[src/verilog/pulse_mode_pkg.sv]
package pulse_mode_pkg;

  // register byte offsets
  localparam logic [3:0] OFS_CTRL   = 4'h0;
  localparam logic [3:0] OFS_STATUS = 4'h4;
  localparam logic [3:0] OFS_IRQ    = 4'h8;
  localparam logic [3:0] OFS_MASK   = 4'hC;

  // control register field positions
  localparam int CTRL_OC_BIT   = 0;
  localparam int CTRL_OT_BIT   = 1;

  // interrupt bit positions
  localparam int IRQ_LATCH_BIT = 0;
  localparam int IRQ_SHUTDOWN_PULSE_PIN_BIT  = 1;
  localparam int IRQ_OC_BIT    = 2;
  localparam int IRQ_OT_BIT    = 3;
  localparam int IRQ_W         = 4;

  localparam logic [IRQ_W-1:0] MASK_RESET = 4'h0;

  // timing
  localparam int CLK_HZ          = 50_000_000;
  localparam int DEGLITCH_NS     = 200;
  localparam int SETTLE_US       = 100;
  localparam int OFF_HOLD_US     = 1000;
  localparam int DEGLITCH_CYCLES = DEGLITCH_NS * (CLK_HZ / 1_000_000) / 1000;
  localparam int SETTLE_CYCLES   = SETTLE_US * (CLK_HZ / 1_000_000);
  localparam int OFF_HOLD_CYCLES = OFF_HOLD_US * (CLK_HZ / 1_000_000);
  localparam int MAX_EDGES       = 4;

  typedef enum logic [2:0]
  {
    ST_SHUTDOWN = 3'b000,
    ST_COUNT    = 3'b001,
    ST_RUN      = 3'b010,
    ST_FAULT    = 3'b011
  } link_state_t;

  // mode code: 0 none, 1..4 modes
  typedef enum logic [2:0]
  {
    MODE_NONE = 3'b000,
    MODE_1P2W = 3'b001,
    MODE_1W   = 3'b010,
    MODE_0P8W = 3'b011,
    MODE_OFF  = 3'b100
  } op_mode_t;

  typedef struct packed
  {
    logic       enable;       // amplifier outputs driven
    logic       limiter_on;   // clip limiter active
    logic [1:0] power_level;  // 0 1.2W, 1 1W, 2 0.8W
  } amp_ctrl_t;

endpackage

[src/verilog/pin_deglitch.sv]
`timescale 1ns/1ps
module pin_deglitch
  import pulse_mode_pkg::*;
#(
  parameter int STABLE_CYCLES = DEGLITCH_CYCLES
)
(
  input  wire logic clk_sys,   // system clock
  input  wire logic arst_n,    // async reset
  input  wire logic pin_raw,   // asynchronous pin
  output logic      pin_clean  // filtered level
);

  localparam int CW = $clog2(STABLE_CYCLES + 1);

  initial
  begin
    if (STABLE_CYCLES < 1)
      $error("stable cycles must be at least one");
  end

  logic          sync_a;
  logic          sync_b;
  logic [CW-1:0] run;

  always_ff @(posedge clk_sys or negedge arst_n)
  begin
    if (!arst_n)
    begin
      sync_a <= 1'b0;
      sync_b <= 1'b0;
    end
    else
    begin
      sync_a <= pin_raw;
      sync_b <= sync_a;
    end
  end

  // level must hold before it is passed on
  always_ff @(posedge clk_sys or negedge arst_n)
  begin
    if (!arst_n)
    begin
      run       <= '0;
      pin_clean <= 1'b0;
    end
    else if (sync_b == pin_clean)
      run <= '0;
    else if (run == CW'(STABLE_CYCLES - 1))
    begin
      run       <= '0;
      pin_clean <= sync_b;
    end
    else
      run <= run + 1'b1;
  end

endmodule

[src/verilog/fault_monitor.sv]
`timescale 1ns/1ps
module fault_monitor
(
  input  wire logic clk_sys,    // system clock
  input  wire logic arst_n,     // async reset
  input  wire logic flag_raw,   // asynchronous detector level
  output logic      flag_sync   // synchronised level
);

  logic stage_a;

  always_ff @(posedge clk_sys or negedge arst_n)
  begin
    if (!arst_n)
    begin
      stage_a   <= 1'b0;
      flag_sync <= 1'b0;
    end
    else
    begin
      stage_a   <= flag_raw;
      flag_sync <= stage_a;
    end
  end

endmodule

[src/verilog/pulse_count_mode_select.sv]
`timescale 1ns/1ps
module pulse_count_mode_select
  import pulse_mode_pkg::*;
#(
  parameter int SETTLE_CNT   = SETTLE_CYCLES,
  parameter int OFF_HOLD_CNT = OFF_HOLD_CYCLES,
  parameter int GLITCH_CNT   = DEGLITCH_CYCLES
)
(
  input  wire logic        clk_sys,             // 50 MHz clock
  input  wire logic        arst_n,              // async reset
  input  wire logic        shutdown_pulse_pin,  // host control pin
  input  wire logic        over_current_raw,    // short detector level
  input  wire logic        over_temp_raw,       // thermal detector level
  input  wire logic [3:0]  avs_address,         // byte address
  input  wire logic        avs_read,            // read strobe
  input  wire logic        avs_write,           // write strobe
  input  wire logic [31:0] avs_writedata,       // write data
  input  wire logic [3:0]  avs_byteenable,      // byte lanes
  output logic [31:0]      avs_readdata,        // read data
  output logic             avs_waitrequest,     // stall
  output logic             irq,                 // level interrupt
  output amp_ctrl_t        amp_ctrl,            // amplifier controls
  output op_mode_t         mode                 // latched mode
);

  localparam int TW = $clog2(OFF_HOLD_CNT + 1);

  initial
  begin
    if (SETTLE_CNT < 1 || OFF_HOLD_CNT < 1)
      $error("timing counts must be at least one");
    if (SETTLE_CNT > OFF_HOLD_CNT)
      $error("settle count may not exceed off hold count");
  end

  logic              pin;
  logic              pin_d;
  logic              oc;
  logic              ot;
  link_state_t       state;
  logic [2:0]        edges;
  logic [TW-1:0]     timer;
  logic [1:0]        fault_ignore;
  logic [IRQ_W-1:0]  irq_stat;
  logic [IRQ_W-1:0]  irq_mask;
  logic [IRQ_W-1:0]  irq_event;
  logic              rise;
  logic              fault;
  logic              oc_d;
  logic              ot_d;
  logic              bus_done;
  logic              wr_hit;
  logic [IRQ_W-1:0]  w1c;

  pin_deglitch #(.STABLE_CYCLES(GLITCH_CNT)) u_deglitch
  (
    .clk_sys   (clk_sys),
    .arst_n    (arst_n),
    .pin_raw   (shutdown_pulse_pin),
    .pin_clean (pin)
  );

  fault_monitor u_oc
  (
    .clk_sys   (clk_sys),
    .arst_n    (arst_n),
    .flag_raw  (over_current_raw),
    .flag_sync (oc)
  );

  fault_monitor u_ot
  (
    .clk_sys   (clk_sys),
    .arst_n    (arst_n),
    .flag_raw  (over_temp_raw),
    .flag_sync (ot)
  );

  assign rise  = pin & ~pin_d;
  // software may suppress a detector for test
  assign fault = (oc & ~fault_ignore[CTRL_OC_BIT])
               | (ot & ~fault_ignore[CTRL_OT_BIT]);

  always_ff @(posedge clk_sys or negedge arst_n)
  begin
    if (!arst_n)
    begin
      pin_d <= 1'b0;
      oc_d  <= 1'b0;
      ot_d  <= 1'b0;
    end
    else
    begin
      pin_d <= pin;
      oc_d  <= oc;
      ot_d  <= ot;
    end
  end

  // pulse counting and mode latch
  always_ff @(posedge clk_sys or negedge arst_n)
  begin
    if (!arst_n)
    begin
      state <= ST_SHUTDOWN;
      edges <= 3'h0;
      timer <= '0;
      mode  <= MODE_NONE;
    end
    else
    begin
      case (state)
        ST_SHUTDOWN:
        begin
          edges <= 3'h0;
          timer <= '0;
          mode  <= MODE_NONE;
          if (rise)
          begin
            edges <= 3'h1;
            state <= ST_COUNT;
          end
        end
        ST_COUNT:
        begin
          if (rise)
          begin
            timer <= '0;
            if (edges != 3'(MAX_EDGES))
              edges <= edges + 3'h1;
          end
          else if (!pin)
          begin
            if (timer == TW'(OFF_HOLD_CNT - 1))
              state <= ST_SHUTDOWN;
            else if (pin_d)
              timer <= '0;
            else
              timer <= timer + 1'b1;
          end
          else if (timer == TW'(SETTLE_CNT - 1))
          begin
            timer <= '0;
            mode  <= op_mode_t'(edges);
            state <= fault ? ST_FAULT : ST_RUN;
          end
          else
            timer <= timer + 1'b1;
        end
        ST_RUN, ST_FAULT:
        begin
          // further pulses ignored while latched
          if (!pin)
          begin
            if (pin_d)
              timer <= '0;
            else if (timer == TW'(OFF_HOLD_CNT - 1))
              state <= ST_SHUTDOWN;
            else
              timer <= timer + 1'b1;
          end
          else
            timer <= '0;
          if (pin || timer != TW'(OFF_HOLD_CNT - 1))
          begin
            if (fault)
              state <= ST_FAULT;
            else
              state <= ST_RUN;
          end
        end
        default:
          state <= ST_SHUTDOWN;
      endcase
    end
  end

  // amplifier control follows state and latched mode
  always_ff @(posedge clk_sys or negedge arst_n)
  begin
    if (!arst_n)
      amp_ctrl <= '0;
    else
    begin
      amp_ctrl.enable     <= (state == ST_RUN) && !fault;
      amp_ctrl.limiter_on <= (mode != MODE_OFF) && (mode != MODE_NONE);
      case (mode)
        MODE_1P2W: amp_ctrl.power_level <= 2'h0;
        MODE_1W:   amp_ctrl.power_level <= 2'h1;
        MODE_0P8W: amp_ctrl.power_level <= 2'h2;
        default:   amp_ctrl.power_level <= 2'h0;
      endcase
    end
  end

  assign irq_event[IRQ_LATCH_BIT] = (state == ST_COUNT) && pin
                                  && (timer == TW'(SETTLE_CNT - 1)) && !rise;
  assign irq_event[IRQ_SHUTDOWN_PULSE_PIN_BIT]  = (state != ST_SHUTDOWN) && !pin && !pin_d
                                  && (timer == TW'(OFF_HOLD_CNT - 1));
  assign irq_event[IRQ_OC_BIT]    = oc & ~oc_d;
  assign irq_event[IRQ_OT_BIT]    = ot & ~ot_d;

  // avalon slave: one wait cycle, answer on second edge
  assign wr_hit = avs_write && !avs_waitrequest && avs_byteenable[0];
  assign w1c    = (wr_hit && avs_address == OFS_IRQ)
                ? avs_writedata[IRQ_W-1:0] : '0;

  always_ff @(posedge clk_sys or negedge arst_n)
  begin
    if (!arst_n)
      bus_done <= 1'b0;
    else
      bus_done <= (avs_read || avs_write) && !bus_done;
  end

  always_ff @(posedge clk_sys or negedge arst_n)
  begin
    if (!arst_n)
      avs_waitrequest <= 1'b1;
    else
      avs_waitrequest <= !((avs_read || avs_write) && !bus_done);
  end

  // set wins over a simultaneous clear
  always_ff @(posedge clk_sys or negedge arst_n)
  begin
    if (!arst_n)
      irq_stat <= '0;
    else
      irq_stat <= (irq_stat & ~w1c) | irq_event;
  end

  always_ff @(posedge clk_sys or negedge arst_n)
  begin
    if (!arst_n)
    begin
      irq_mask     <= MASK_RESET;
      fault_ignore <= 2'h0;
    end
    else if (wr_hit && avs_address == OFS_MASK)
      irq_mask <= avs_writedata[IRQ_W-1:0];
    else if (wr_hit && avs_address == OFS_CTRL)
      fault_ignore <= avs_writedata[1:0];
  end

  always_ff @(posedge clk_sys or negedge arst_n)
  begin
    if (!arst_n)
      avs_readdata <= 32'h0;
    else if (avs_read && !bus_done)
    begin
      case (avs_address)
        OFS_CTRL:   avs_readdata <= {30'h0, fault_ignore};
        OFS_STATUS: avs_readdata <= {20'h0, ot, oc, pin, edges,
                                     state, mode};
        OFS_IRQ:    avs_readdata <= {28'h0, irq_stat};
        OFS_MASK:   avs_readdata <= {28'h0, irq_mask};
        default:    avs_readdata <= 32'h0;
      endcase
    end
  end

  always_ff @(posedge clk_sys or negedge arst_n)
  begin
    if (!arst_n)
      irq <= 1'b0;
    else
      irq <= |(irq_stat & irq_mask);
  end

endmodule

[config.mk]
export PLATFORM = sky130hd
export DESIGN_NAME = pulse_count_mode_select
export DESIGN_NICKNAME = d
export VERILOG_FILES = /design/src/verilog/pulse_mode_pkg.sv /design/src/verilog/pin_deglitch.sv /design/src/verilog/fault_monitor.sv /design/src/verilog/pulse_count_mode_select.sv
export SDC_FILE = /design/constraint.sdc
export NUM_CORES = 1
export LEC_CHECK = 0
export ABC_AREA = 1
export BUFFER_PORTS_ARGS = -buffer_cell sky130_fd_sc_hd__buf_2
export CORE_MARGIN = 2
export CORE_UTILIZATION = 54
export CTS_BUF_LIST = sky130_fd_sc_hd__clkbuf_4 sky130_fd_sc_hd__clkbuf_8 sky130_fd_sc_hd__clkbuf_16
export CTS_CLUSTER_DIAMETER = 60
export DETAILED_ROUTE_END_ITERATION = 10
export PLACE_DENSITY_LB_ADDON = 0.08
export SLEW_MARGIN = 15
export SYNTH_ARGS = -nofsm -noshare
export SYNTH_HDL_FRONTEND = slang
export SYNTH_SLANG_ARGS = --single-unit
[constraint.sdc]
create_clock -name clk_sys -period 1.95 [get_ports clk_sys]
set_clock_uncertainty 0.15 [all_clocks]
set_input_delay 0.0975 -clock clk_sys [delete_from_list [all_inputs] [get_ports clk_sys]]
set_output_delay 0.0975 -clock clk_sys [all_outputs]
set_load 0.005 [all_outputs]
==> impl_metrics.env <==
export IMPL_netlist_area_um2=3680
export IMPL_crit_type="flop to flop"
export IMPL_min_period_over_period_pct=93.8
export IMPL_place_area_um2=3900
export IMPL_boundaryPins=88
export IMPL_start_kind="flop"
export IMPL_htree_num_levels=3
export IMPL_fin_crit_ns=1.83
export IMPL_rsz0062_at_grt="false"
export IMPL_yosysTopAreaCellShare_pct=45.5
export IMPL_synth_seq_area_share_pct=46.2
export IMPL_dr_pass1_iters=4
export IMPL_post_drt_wl_per_cell_um=12.5
export IMPL_yosys_warnings=0
export IMPL_ant_nets=0
export IMPL_ys_types=40
export IMPL_viasPerCell=5.05
export IMPL_die_area_um2=7500
export IMPL_cts_clk_slew_worst_paths_ns=0.08
export IMPL_fin_tns_setup_ns=0
export IMPL_setup_viol=0
export IMPL_dp_hpwl_um=5390
export IMPL_start_util_pct=55.1
export IMPL_critPathRequiredTime_ns=2.10
export IMPL_min_path_type="primary input to flop"
export IMPL_reg2regPathDepth=10
export IMPL_ir_drop_v=0.000327
export IMPL_die_w_um=86.6
export IMPL_async_flop_share_pct=100
export IMPL_fmax_ghz=0.546
export IMPL_wirelength_um=7480
export IMPL_cts_sinks=68
export IMPL_final_common_cell="nand2_1"
export IMPL_clk_latency_ns=0.35
export IMPL_drc=0
export IMPL_cts_made_buffers=9
export IMPL_final_area_um2=4230
export IMPL_grt_overflow=0
export IMPL_diodes=0
export IMPL_grt_usage_pct=22.0
export IMPL_whs_path_depth=5
export IMPL_path_max_fanout=10
export IMPL_netlist_instances=454
export IMPL_layout_drive_gt1_share_pct=19.1
export IMPL_grt_pass1_vias=2769
export IMPL_grt_pass1_wl_um=12800
export IMPL_num_rows=30
export IMPL_area_growth_synth_to_final_pct=14.8
export IMPL_antenna_found_initial=0
export IMPL_p_leak_nw=2.13
export IMPL_worstMarginPinSlew_ns=0.553
export IMPL_portBuffers=36
export IMPL_finalNetCount=564
export IMPL_cap_violations=0
export IMPL_core_um2=6680
export IMPL_drt_iter0_markers=216
export IMPL_relSlewSlack_pct=63.1
export IMPL_hold_viol_final=0
export IMPL_power_density_nw_per_um2=760
export IMPL_holdWs_ns=0.0593
export IMPL_vias=3014
export IMPL_grt_max_degree=69
export IMPL_critPathArrivalTime_ns=1.98
export IMPL_die_h_um=86.6
export IMPL_final_cell_mix="114 x nand2_1, 67 x dfrtp_1, 46 x inv_1"
export IMPL_cts_root_buf="clkbuf_8"
export IMPL_cts_tree="yes"
export IMPL_cts_buffer_depth=2
export IMPL_syn_avg_cell_area_um2=8.11
export IMPL_crit_path_end_kind="flop"
export IMPL_status="complete, no violations"
export IMPL_slew_viol_final=0
export IMPL_yosysTopAreaCell="dfrtp_1"
export IMPL_ys_flop_type="dfrtp_1"
export IMPL_place_gp_congestion=0.877
export IMPL_synth_edf_count=0
export IMPL_synth_seq_cells=68
export IMPL_synthTopCellsByArea="dfrtp_1 46%, nand2_1 12%, nand3_1 5.2%"
-- layout make-up --
| cell class | count | area [um^2] |
|---|---|---|
| repair buffers | 56 | 368 |
| well taps | 80 | 100 |
| clock inverters | 7 | 76.3 |
| multi-input cells | 323 | 1650 |
| clock buffers | 9 | 124 |
| inverters | 54 | 206 |
| flip-flops and latches | 68 | 1700 |
| fillers | 625 | 2450 |
-- what timing repair did --
item	CTS	global route
buffers inserted	0	2
resized for setup	0	3
endpoints found under the setup margin	0	1
endpoints found under the hold margin	86	0
hold buffers	10	0
-- kinds of logic after synthesis --
group	synth area share, %
compound gates	9.31
xor+xnor	1.66
fa+ha+maj	1.70
buf+inv	11.2
flops	46.2
other cells	0.102
simple gates	29.8
-- path summary, 6_finish.rpt --
| kind | from | to | slack (ns) |
|---|---|---|---|
| worst max-delay path | timer[0] | timer[14] | 0.12 |
| worst min-delay path | avs_byteenable[0] | fault_ignore[1] | 0.06 |
| worst max register to register | timer[0] | timer[14] | 0.12 |
| worst min register to register | u_oc.stage_a | u_oc.flag_sync | 0.19 |
| max in group asynchronous | arst_n | avs_waitrequest | 1.19 |
| min in group asynchronous | arst_n | bus_done | 0.16 |
-- registers in the layout, indices dropped and copies added, names as in the netlist, 2 cells and up --
| signal | cells |
|---|---|
| timer | 16 |
| avs_readdata | 12 |
| amp_ctrl | 4 |
| irq_mask | 4 |
| irq_stat | 4 |
| u_deglitch.run | 4 |
| edges | 3 |
| mode | 3 |
| state | 3 |
| fault_ignore | 2 |
-- per-layer routing --
metal / routed length [um] / share of wire (%) / GRT usage, % / vias up
met5: 0 / 0 / 0 / -
met4: 94 / 1.3 / 7.67 / 0
met3: 398 / 5.3 / 5.14 / 11
met2: 3580 / 48 / 35.1 / 79
met1: 3400 / 46 / 29.5 / 1380
li1: - / - / - / 1544
-- per-stage QoR --
stage | total power [mW] | instances | utilization (%) | worst slack, ns
global route | 3.39 | 597 | 63.3 | 0.0185
detailed placement | 2.04 | 569 | 58.4 | 0.122
global placement | 2.03 | 569 | 58.4 | 0.160
floorplan | 1.92 | 474 | - | 0.311
CTS | 3.23 | 595 | 62.9 | 0.102
finish | 3.21 | 597 | 63.3 | 0.120
-- Yosys cell counts, types with 4 or more instances --
cell / number
nor3_1: 8
ha_1: 5
nor2_1: 37
clkbuf_1: 4
o31ai_1: 9
nor2_2: 4
nand2_1: 114
nand3_1: 38
nand2_2: 7
o21ai_0: 25
dfrtp_1: 67
inv_2: 7
xor2_1: 6
a21oi_1: 13
buf_4: 21
inv_1: 46
nor2_4: 7
nand4_1: 7
-- critical path, cell delays in order, from the launching register on --
cell and delay, ns:
dfrtp_1 0.40, ha_1 0.22, nand2_2 0.10, clkinv_2 0.09, nand2_2 0.12, nor2_4 0.06, nand4_4 0.12, inv_1 0.09
nor2_4 0.24, nand3_1 0.13, nand2_1 0.07
-- where the power goes --
group / switching [mW] / total (mW) / internal [mW]
registers: 0.0709 / 1.57 / 1.50
logic: 0.296 / 0.473 / 0.178
clock network: 0.573 / 1.17 / 0.596
No activity file was read; power rests on OpenSTA's default activity.
